### config.mk
export PLATFORM = sky130hd
export DESIGN_NAME = trigger_exposure_readout_ctrl
export DESIGN_NICKNAME = d
export VERILOG_FILES = /design/src/shared/trig_exp_pkg.sv /design/src/design/sync_edge.sv /design/src/design/readout_walk.sv /design/src/design/trigger_exposure_readout_ctrl.sv
export SDC_FILE = /design/constraint.sdc
export NUM_CORES = 1
export LEC_CHECK = 0
export ABC_AREA = 1
export BUFFER_PORTS_ARGS = -buffer_cell sky130_fd_sc_hd__buf_2
export CAP_MARGIN = 20
export CORE_ASPECT_RATIO = 2
export CORE_MARGIN = 10
export CORE_UTILIZATION = 55
export CTS_CLUSTER_SIZE = 14
export DETAILED_ROUTE_END_ITERATION = 10
export GPL_TIMING_DRIVEN = 0
export PLACE_DENSITY = 0.84
export REMOVE_ABC_BUFFERS = 1
export SLEW_MARGIN = 20
export SYNTH_ARGS = -nofsm -noshare
export SYNTH_HDL_FRONTEND = slang
export SYNTH_HIERARCHICAL = 1
export SYNTH_SLANG_ARGS = --single-unit
### constraint.sdc
create_clock -name pclk -period 2.95 [get_ports pclk]
set_input_delay 0.59 -clock pclk [delete_from_list [all_inputs] [get_ports pclk]]
set_output_delay 0.59 -clock pclk [all_outputs]
set_load 0.05 [all_outputs]
### src/shared/trig_exp_pkg.sv
package trig_exp_pkg;
  // clock and derived timing
  localparam int CLK_HZ = 40_000_000;
  localparam int CLK_MHZ = CLK_HZ / 1_000_000;
  localparam logic [5:0] US_CNT = 6'(CLK_MHZ - 1);
  localparam int EXP_DLY_NS = 500;
  localparam logic [7:0] EXP_DLY_CNT =
    8'((EXP_DLY_NS * CLK_MHZ + 999) / 1000 - 1);
  localparam int MIN_PULSE_NS = 1000;
  localparam logic [7:0] MIN_PW_CNT =
    8'((MIN_PULSE_NS * CLK_MHZ + 999) / 1000 - 1);
  localparam int EXP_MAX_S = 60;
  localparam logic [25:0] EXP_MAX_US = 26'(EXP_MAX_S * 1_000_000);
  // sensor geometry and type
  localparam logic [7:0] SENS_COLS = 8'hc8;
  localparam logic [7:0] SENS_ROWS = 8'h96;
  localparam logic SENSOR_COLOR = 1'b0;
  // register offsets
  localparam int ADDR_W = 8;
  localparam logic [7:0] OFS_CTRL = 8'h00;
  localparam logic [7:0] OFS_CMD = 8'h04;
  localparam logic [7:0] OFS_EXP = 8'h08;
  localparam logic [7:0] OFS_TMR = 8'h0c;
  localparam logic [7:0] OFS_ROI = 8'h10;
  localparam logic [7:0] OFS_STAT = 8'h14;
  localparam logic [7:0] OFS_LINE = 8'h18;
  // control and command field positions
  localparam int F_PW = 3;
  localparam int F_ROLL = 4;
  localparam int F_FLH = 5;
  localparam int F_FLV = 6;
  localparam int F_BINH = 7;
  localparam int F_BINV = 8;
  localparam int F_DECH = 9;
  localparam int F_DECV = 10;
  localparam int F_DVAL = 11;
  localparam int F_ACQ = 12;
  localparam int C_SW = 0;
  localparam int C_NV = 1;
  // reset values
  localparam logic [25:0] EXP_RST_US = 26'h00003e8;
  localparam logic [25:0] TMR_RST_US = 26'h00186a0;
  localparam logic [15:0] LINE_RST_CYC = 16'h0320;
  // trigger sources
  localparam logic [2:0] SRC_IN0 = 3'h0;
  localparam logic [2:0] SRC_SW = 3'h4;
  localparam logic [2:0] SRC_TMR = 3'h5;
  typedef enum logic [2:0] {
    ST_IDLE, ST_ALIGN, ST_DELAY, ST_EXPOSE, ST_ROLL
  } state_t;
endpackage : trig_exp_pkg

### src/design/sync_edge.sv
`timescale 1ns/1ps
`default_nettype none
module sync_edge #(
  parameter int W = 1
) (
  input wire logic pclk,
  input wire logic presetn,
  input wire logic ce,
  input wire logic [W-1:0] din,
  output logic [W-1:0] lvl,
  output logic [W-1:0] rise,
  output logic [W-1:0] fall
);
  logic [W-1:0] s1_reg; // first stage, read only by s2
  logic [W-1:0] s2_reg; // settled level
  logic [W-1:0] s3_reg; // previous settled level

  // two-stage synchroniser then one delay for edges
  always_ff @(posedge pclk or negedge presetn) begin
    if (!presetn) begin
      s1_reg <= '0;
      s2_reg <= '0;
      s3_reg <= '0;
    end else if (ce) begin
      s1_reg <= din;
      s2_reg <= s1_reg;
      s3_reg <= s2_reg;
    end
  end

  // edges come from settled stages only
  assign lvl = s2_reg;
  assign rise = s2_reg & ~s3_reg;
  assign fall = ~s2_reg & s3_reg;
endmodule : sync_edge
`default_nettype wire

### src/design/readout_walk.sv
`timescale 1ns/1ps
`default_nettype none
module readout_walk (
  input wire logic pclk,
  input wire logic presetn,
  input wire logic ce,
  input wire logic start,
  input wire logic [7:0] x0,
  input wire logic [7:0] w,
  input wire logic [7:0] y0,
  input wire logic [7:0] h,
  input wire logic flip_h,
  input wire logic flip_v,
  input wire logic [1:0] step_x,
  input wire logic [1:0] step_y,
  input wire logic third_q,
  output logic [7:0] col,
  output logic [7:0] row,
  output logic valid,
  output logic done
);
  logic busy_reg; // walk in progress
  logic [7:0] cx_reg; // column offset inside window
  logic [7:0] cy_reg; // row offset inside window
  logic [1:0] ph_reg; // modulo-3 column phase
  logic [8:0] nx; // next column offset
  logic [8:0] ny; // next row offset

  assign nx = {1'b0, cx_reg} + {7'h00, step_x};
  assign ny = {1'b0, cy_reg} + {7'h00, step_y};

  // raster over the window, mirrored by address
  always_ff @(posedge pclk or negedge presetn) begin
    if (!presetn) begin
      busy_reg <= 1'b0;
      cx_reg <= 8'h00;
      cy_reg <= 8'h00;
      ph_reg <= 2'h0;
      col <= 8'h00;
      row <= 8'h00;
      valid <= 1'b0;
      done <= 1'b0;
    end else if (ce) begin
      done <= 1'b0;
      valid <= 1'b0;
      if (start && !busy_reg) begin
        busy_reg <= 1'b1;
        cx_reg <= 8'h00;
        cy_reg <= 8'h00;
        ph_reg <= 2'h0;
      end else if (busy_reg) begin
        // mirror by reading memory backwards
        col <= flip_h ? x0 + w - 8'h01 - cx_reg : x0 + cx_reg;
        row <= flip_v ? y0 + h - 8'h01 - cy_reg : y0 + cy_reg;
        valid <= !third_q || ph_reg == 2'h0;
        ph_reg <= (ph_reg == 2'h2) ? 2'h0 : ph_reg + 2'h1;
        if (nx >= {1'b0, w}) begin
          cx_reg <= 8'h00;
          ph_reg <= 2'h0;
          if (ny >= {1'b0, h}) begin
            busy_reg <= 1'b0;
            done <= 1'b1;
          end else begin
            cy_reg <= ny[7:0];
          end
        end else begin
          cx_reg <= nx[7:0];
        end
      end
    end
  end
endmodule : readout_walk
`default_nettype wire

### src/design/trigger_exposure_readout_ctrl.sv
`timescale 1ns/1ps
`default_nettype none
module trigger_exposure_readout_ctrl (
  input wire logic pclk,
  input wire logic presetn,
  input wire logic ce,
  input wire logic psel,
  input wire logic penable,
  input wire logic pwrite,
  input wire logic [trig_exp_pkg::ADDR_W-1:0] paddr,
  input wire logic [31:0] pwdata,
  output logic [31:0] prdata,
  output logic pready,
  output logic pslverr,
  input wire logic [3:0] io_in,
  input wire logic frame_valid,
  input wire logic line_valid,
  input wire logic [25:0] nv_exp_us,
  output logic nv_save,
  output logic [25:0] nv_save_data,
  output logic pix_reset_all,
  output logic integrate_all,
  output logic readout_start,
  output logic row_reset,
  output logic [7:0] row_reset_idx,
  output logic row_read,
  output logic [7:0] row_read_idx,
  output logic bin_h_en,
  output logic bin_v_en,
  output logic [7:0] rd_col,
  output logic [7:0] rd_row,
  output logic rd_valid,
  output logic rd_done
);
  import trig_exp_pkg::*;

  logic [2:0] src_reg; // trigger source select
  logic pw_reg; // pulse width exposure mode
  logic roll_reg; // rolling shutter
  logic flh_reg; // horizontal mirror
  logic flv_reg; // vertical mirror
  logic dech_reg; // column decimation
  logic decv_reg; // row decimation
  logic dval_reg; // qualifier enable
  logic acq_reg; // timed trigger running
  logic [25:0] exp_reg; // exposure length in us
  logic [25:0] tmr_reg; // timed trigger period in us
  logic [31:0] roi_reg; // window: x0,w,y0,h
  logic [15:0] line_reg; // line time in cycles
  logic sw_trig_reg; // software trigger pulse
  logic nv_loaded_reg; // stored exposure taken
  logic cfg_wr_seen; // any control write since reset
  state_t st_reg; // sequencer state
  logic [25:0] exp_sh; // exposure latched per frame
  logic pw_sh; // pulse width latched per frame
  logic [25:0] et_reg; // elapsed exposure in us
  logic [7:0] dly_reg; // fixed start delay count
  logic [7:0] pwc_reg; // pulse width minimum count
  logic [15:0] lc_reg; // line time count
  logic [7:0] rst_row; // next row to reset
  logic [7:0] rd_row_n; // next row to read
  logic expd_reg; // rolling exposure elapsed
  logic [15:0] frames_reg; // completed frames
  logic [5:0] pre_reg; // us prescaler
  logic [25:0] tcnt_reg; // timed trigger count
  logic tmr_trig_reg; // timed trigger pulse
  logic [5:0] s_lvl; // synced io, fval, lval
  logic [5:0] s_rise;
  logic [5:0] s_fall;
  logic us_tick;
  logic line_tick;
  logic trig_rise;
  logic trig_lvl;
  logic wr_en;
  logic hit;
  logic [31:0] rd_mux;
  logic [1:0] step_x;
  logic [1:0] step_y;

  // pins come from outside the clock domain
  sync_edge #(.W(6)) u_sync (
    .pclk(pclk),
    .presetn(presetn),
    .ce(ce),
    .din({line_valid, frame_valid, io_in}),
    .lvl(s_lvl),
    .rise(s_rise),
    .fall(s_fall)
  );

  // clamp a written exposure to the allowed range
  function automatic logic [25:0] clamp_exp(input logic [31:0] v);
    clamp_exp = (v > {6'h00, EXP_MAX_US}) ? EXP_MAX_US : v[25:0];
  endfunction : clamp_exp

  // apb decode: one wait state, write at pready edge
  assign wr_en = psel && penable && pready && pwrite;
  assign hit = paddr inside {OFS_CTRL, OFS_CMD, OFS_EXP, OFS_TMR,
                             OFS_ROI, OFS_STAT, OFS_LINE};

  // read mux
  always_comb begin
    rd_mux = 32'h0;
    unique case (paddr)
      OFS_CTRL: rd_mux = {19'h0, acq_reg, dval_reg, decv_reg, dech_reg,
                          bin_v_en, bin_h_en, flv_reg, flh_reg, roll_reg,
                          pw_reg, src_reg};
      OFS_EXP: rd_mux = {6'h0, exp_reg};
      OFS_TMR: rd_mux = {6'h0, tmr_reg};
      OFS_ROI: rd_mux = roi_reg;
      OFS_STAT: rd_mux = {11'h0, frames_reg, s_lvl[4], s_lvl[5], st_reg};
      OFS_LINE: rd_mux = {16'h0, line_reg};
      default: rd_mux = 32'h0; // command and unmapped read zero
    endcase
  end

  // apb answer registers
  always_ff @(posedge pclk or negedge presetn) begin
    if (!presetn) begin
      pready <= 1'b0;
      pslverr <= 1'b0;
      prdata <= 32'h0;
    end else if (ce) begin
      pready <= 1'b0;
      pslverr <= 1'b0;
      if (psel && penable && !pready) begin
        pready <= 1'b1;
        pslverr <= !hit;
        prdata <= pwrite ? 32'h0 : rd_mux;
      end
    end
  end

  // control register: writes act at once
  always_ff @(posedge pclk or negedge presetn) begin
    if (!presetn) begin
      src_reg <= SRC_IN0;
      {pw_reg, roll_reg, flh_reg, flv_reg} <= 4'h0;
      {bin_h_en, bin_v_en, dech_reg, decv_reg} <= 4'h0;
      {dval_reg, acq_reg, cfg_wr_seen} <= 3'h0;
    end else if (ce && wr_en && paddr == OFS_CTRL) begin
      cfg_wr_seen <= 1'b1;
      src_reg <= pwdata[2:0];
      pw_reg <= pwdata[F_PW];
      roll_reg <= pwdata[F_ROLL];
      flh_reg <= pwdata[F_FLH];
      flv_reg <= pwdata[F_FLV];
      bin_h_en <= pwdata[F_BINH] && !SENSOR_COLOR;
      bin_v_en <= pwdata[F_BINV] && !SENSOR_COLOR;
      dech_reg <= pwdata[F_DECH];
      decv_reg <= pwdata[F_DECV];
      dval_reg <= pwdata[F_DVAL];
      acq_reg <= pwdata[F_ACQ];
    end
  end

  // exposure, timer, window and line registers
  always_ff @(posedge pclk or negedge presetn) begin
    if (!presetn) begin
      exp_reg <= EXP_RST_US;
      nv_loaded_reg <= 1'b0;
      tmr_reg <= TMR_RST_US;
      roi_reg <= {SENS_ROWS, 8'h00, SENS_COLS, 8'h00};
      line_reg <= LINE_RST_CYC;
    end else if (ce) begin
      if (!nv_loaded_reg) begin
        nv_loaded_reg <= 1'b1;
        exp_reg <= clamp_exp({6'h00, nv_exp_us});
      end else if (wr_en) begin
        unique case (paddr)
          OFS_EXP: exp_reg <= clamp_exp(pwdata);
          OFS_TMR: tmr_reg <= pwdata[25:0];
          OFS_ROI: roi_reg <= pwdata;
          OFS_LINE: line_reg <= pwdata[15:0];
          default: ;
        endcase
      end
    end
  end

  // command strobes: software trigger and nonvolatile save
  always_ff @(posedge pclk or negedge presetn) begin
    if (!presetn) begin
      sw_trig_reg <= 1'b0;
      nv_save <= 1'b0;
      nv_save_data <= 26'h0;
    end else if (ce) begin
      sw_trig_reg <= wr_en && paddr == OFS_CMD && pwdata[C_SW];
      nv_save <= wr_en && paddr == OFS_CMD && pwdata[C_NV];
      nv_save_data <= exp_reg;
    end
  end

  // microsecond prescaler and timed trigger
  assign us_tick = pre_reg == US_CNT;
  always_ff @(posedge pclk or negedge presetn) begin
    if (!presetn) begin
      pre_reg <= 6'h0;
      tcnt_reg <= 26'h0;
      tmr_trig_reg <= 1'b0;
    end else if (ce) begin
      pre_reg <= us_tick ? 6'h0 : pre_reg + 6'h1;
      tmr_trig_reg <= 1'b0;
      if (!acq_reg) begin
        tcnt_reg <= 26'h0;
      end else if (us_tick) begin
        if (tcnt_reg >= tmr_reg) begin
          tcnt_reg <= 26'h0;
          tmr_trig_reg <= 1'b1;
        end else begin
          tcnt_reg <= tcnt_reg + 26'h1;
        end
      end
    end
  end

  // trigger selection
  always_comb begin
    trig_lvl = 1'b0;
    trig_rise = 1'b0;
    if (src_reg < SRC_SW) begin
      trig_lvl = s_lvl[src_reg[1:0]];
      trig_rise = s_rise[src_reg[1:0]];
    end else if (src_reg == SRC_SW) begin
      trig_rise = sw_trig_reg;
    end else if (src_reg == SRC_TMR) begin
      trig_rise = tmr_trig_reg;
    end
  end

  assign line_tick = lc_reg >= line_reg;

  // capture sequencer
  always_ff @(posedge pclk or negedge presetn) begin
    if (!presetn) begin
      st_reg <= ST_IDLE;
      {exp_sh, et_reg} <= 52'h0;
      {pw_sh, expd_reg} <= 2'h0;
      {dly_reg, pwc_reg, rst_row, rd_row_n} <= 32'h0;
      lc_reg <= 16'h0;
      frames_reg <= 16'h0;
      {pix_reset_all, integrate_all, readout_start} <= 3'h0;
      {row_reset, row_read} <= 2'h0;
      {row_reset_idx, row_read_idx} <= 16'h0;
    end else if (ce) begin
      pix_reset_all <= 1'b0;
      readout_start <= 1'b0;
      row_reset <= 1'b0;
      row_read <= 1'b0;
      unique case (st_reg)
        ST_IDLE: begin
          if (trig_rise) begin
            exp_sh <= exp_reg;
            pw_sh <= pw_reg && !roll_reg;
            dly_reg <= 8'h0;
            st_reg <= s_lvl[4] ? ST_ALIGN : ST_DELAY;
          end
        end
        ST_ALIGN, ST_DELAY: begin
          dly_reg <= dly_reg + 8'h1;
          if ((st_reg == ST_ALIGN && (s_fall[5] || !s_lvl[4])) ||
              (st_reg == ST_DELAY && dly_reg == EXP_DLY_CNT)) begin
            et_reg <= 26'h0;
            pwc_reg <= 8'h0;
            lc_reg <= 16'h0;
            {rst_row, rd_row_n, expd_reg} <= 17'h0;
            if (roll_reg) begin
              st_reg <= ST_ROLL;
            end else begin
              st_reg <= ST_EXPOSE;
              pix_reset_all <= 1'b1;
              integrate_all <= 1'b1;
            end
          end
        end
        ST_EXPOSE: begin
          if (us_tick) et_reg <= et_reg + 26'h1;
          if (pwc_reg != MIN_PW_CNT) pwc_reg <= pwc_reg + 8'h1;
          // pulse width ends on trigger low, not before minimum
          if (pw_sh ? (!trig_lvl && pwc_reg == MIN_PW_CNT)
                    : (et_reg >= exp_sh)) begin
            integrate_all <= 1'b0;
            readout_start <= 1'b1;
            frames_reg <= frames_reg + 16'h1;
            st_reg <= ST_IDLE;
          end
        end
        ST_ROLL: begin
          // frame time is exposure plus full-sensor scan
          lc_reg <= line_tick ? 16'h0 : lc_reg + 16'h1;
          if (us_tick && !expd_reg) begin
            et_reg <= et_reg + 26'h1;
          end
          if (et_reg >= exp_sh) expd_reg <= 1'b1;
          if (line_tick && rst_row != SENS_ROWS) begin
            row_reset <= 1'b1;
            row_reset_idx <= rst_row;
            rst_row <= rst_row + 8'h1;
          end
          if (line_tick && expd_reg && rd_row_n != SENS_ROWS) begin
            row_read <= 1'b1;
            row_read_idx <= rd_row_n;
            rd_row_n <= rd_row_n + 8'h1;
          end
          if (rd_row_n == SENS_ROWS) begin
            frames_reg <= frames_reg + 16'h1;
            st_reg <= ST_IDLE;
          end
        end
        default: st_reg <= ST_IDLE;
      endcase
    end
  end

  // column and row stride from binning and decimation
  always_comb begin
    step_x = 2'h1;
    step_y = 2'h1;
    if (dech_reg) step_x = SENSOR_COLOR ? 2'h3 : 2'h2;
    else if (bin_h_en) step_x = 2'h2;
    if (decv_reg) step_y = SENSOR_COLOR ? 2'h3 : 2'h2;
    else if (bin_v_en) step_y = 2'h2;
  end

  // frame memory walk once the sensor frame ends
  readout_walk u_walk (
    .pclk(pclk),
    .presetn(presetn),
    .ce(ce),
    .start(s_fall[4]),
    .x0(roi_reg[7:0]),
    .w(roi_reg[15:8]),
    .y0(roi_reg[23:16]),
    .h(roi_reg[31:24]),
    .flip_h(flh_reg),
    .flip_v(flv_reg),
    .step_x(step_x),
    .step_y(step_y),
    .third_q(dval_reg && bin_h_en && bin_v_en),
    .col(rd_col),
    .row(rd_row),
    .valid(rd_valid),
    .done(rd_done)
  );
endmodule : trigger_exposure_readout_ctrl
`default_nettype wire

==> out/qor.yml <==
outcome:
  status: "finished with violations"
  violations: "setup timing"
critical_path:
  crit_required_ps: 3400
  worstSetupPathType: "reg2reg"
  endpoint_kind: "flip-flop"
  critical_path.cell_chain: "nor2_4 -> inv_2 -> ha_4 -> a21oi_2 -> nor2_2 -> buf_4 -> nand3b_1 -> nor2_2 -> xor2_1 -> inv_1 -> ha_2 -> nand2_4 -> nand3_4 -> nand3_4 -> nand2_2 -> nand2_2"
  arrival_ps: 3500
  crit_family: "simple AND/OR/NAND/NOR gates"
  cp_num_buf_inv: 3
  crit_path_max_fanout: 9
  start_kind: "flip-flop"
  crit_slowest_cell: "dfrtp_2"
  cp_slowest_stage_delay_ps: 450
  ff2ff_setup_slack_ps: -100
cts:
  clk_path_buf_depth: 3
  clock_sinks: 406
  clk_pin_slew_ps: 70
  ctsHtreeMaxLevel: 2
  clockRootBuffer: "clkbuf_16"
  clk_latency_ps: 580
  cts_tree: "built"
  numCtsBuffers: 39
synth:
  syn-cell-area_um2: 24200
  yosysWarnings: 6
  synth.avg_cell_area_um2: 7.73
  syn_inst: 3135
drt:
  drt_first_pass_iters: 7
  drt-wirelength-per-cell_um: 20.2
  drt-total-wl_um: 78200
  ant_nets: 0
  vias_per_cell: 5.84
  drt_iter0_markers: 2036
  drc: 0
  vias: 22600
die:
  core_um2: 43500
  start_util_pct: 55.7
  fp.dieArea_um2: 53400
  io_pins: 180
  die_h_um: 317
  rows: 108
  die_x_um: 168
global_route:
  grt_start_max_net_pins: 104
  grt.total_usage_pct: 28.4
  grt_pass1_vias: 22800
  grt_pass1_wl_um: 121000
  grt-ovfl-total: 0
  antenna_found_initial: 2
sta:
  max_slew.worst_pin.slew_ps: 996
  rsz0062_at_grt: "true"
  fin_crit_sh_pct: 103
  post-route-worst-setup-slack_ps: -102
  maxSlewViolCount: 0
  skew_ps: 43.4
  clock.fmax_mhz: 328
  setup_viol: 17
  slew_headroom_pct: 33.4
  whs_ps: 248
  period_needed_ps: 3050
  hold_viol: 0
pwr:
  power_mw: 15.3
  p_leak_nw: 13.3
  ir_drop_uv: 683
  power_density_nw_per_um2: 561
min_path:
  worst_hold_path_type: "in2reg"
finish:
  design_area_um2: 27300
  instances_no_fill: 3868
  fin_util_pct: 62.8
  area_growth_pct: 12.6
  nNetsFinal: 3527
  drive_gt1_share_pct: 12.4
place:
  dp_hpwl_um: 58000
  place_congestion: 1.02
  dp_cells: 3783
  portBuffers: 179
  placed_cell_area_um2: 25600
flow_run:
  cap_violations: 0
-- metal layers --
| metal | up-vias | share of wire, % | GRT usage [%] |
|---|---|---|---|
| met4 | 2 | 11 | 27.4 |
| met3 | 394 | 7.0 | 4.99 |
| li1 | 10500 | - | - |
| met2 | 1117 | 49 | 48.6 |
| met1 | 10600 | 33 | 28.6 |
| met5 | - | 0.026 | 0 |
-- final cells by class --
| type | count | area (µm²) |
|---|---|---|
| antenna | 1 | 2.50 |
| clock buffer | 56 | 1130 |
| clock inverter | 12 | 114 |
| fill | 3709 | 16200 |
| inverter | 443 | 1690 |
| multi-input combinational | 2196 | 12200 |
| sequential | 406 | 10200 |
| tap | 550 | 688 |
| timing repair buffer | 203 | 1270 |
| timing repair inverter | 1 | 5.00 |
-- report_power, final --
group / switching [mW] / total, mW / internal [mW]
registers: 0.378 / 6.38 / 6.01
clock network: 2.27 / 5.04 / 2.77
logic: 2.80 / 3.89 / 1.09
total: 5.45 / 15.3 / 9.87
-- layout by cell type, fill, tap and decap left out, drive strengths merged, types with 69 or more instances in the layout --
cell type	n
a21oi	86
buf	202
dfrtp	384
ha	139
inv	436
nand2	885
nand3	189
nor2	199
nor3	69
o21ai	309
-- per-stage QoR --
step / setup TNS (ps) / worst slack, ps
final: -794 / -102
after global routing: -2780 / -209
after CTS: 0 / 9.89
after detailed placement: -85280 / -1210
after global placement: -2957450 / -6800
after floorplan: -13680 / -733
-- worst reg2reg max path: cells and delay by family, from the launching register on --
family                     cells  cell delay, ps
AOI/OAI and AO/OA              1              50
xor gates and xnor gates       1             160
adders and majority gates      2             610
buffers and inverters          3             320
DFF                            1             450
and+or+nand+nor                9            1340
-- final timing paths --
check	to	startpoint	cells past startpoint
worst max-delay path	u_walk/cy_reg[3]$_DFFE_PN0P_	bin_h_en$_DFFE_PN0P_	16
worst min-delay path	u_sync/s1_reg[0]$_DFFE_PN0P_	io_in[0]	3
worst max register to register	u_walk/cy_reg[3]$_DFFE_PN0P_	bin_h_en$_DFFE_PN0P_	16
worst min register to register	exp_reg[6]$_DFFE_PN1P_	exp_reg[6]$_DFFE_PN1P_	2
max in group asynchronous	dly_reg[3]$_DFFE_PN0P_	presetn	5
min in group asynchronous	u_walk/col[0]$_DFFE_PN0P_	presetn	2
-- repair_timing --
action                     4_1_cts  5_1_grt
pin swaps                        7       21
hold endpoints to repair        52        0
hold buffers                     1        0
buffers inserted                 4        8
gates cloned                     1        1
resized for setup               22       42
setup endpoints to repair      112       64
Note: power is estimated with default switching activity, not from simulation.
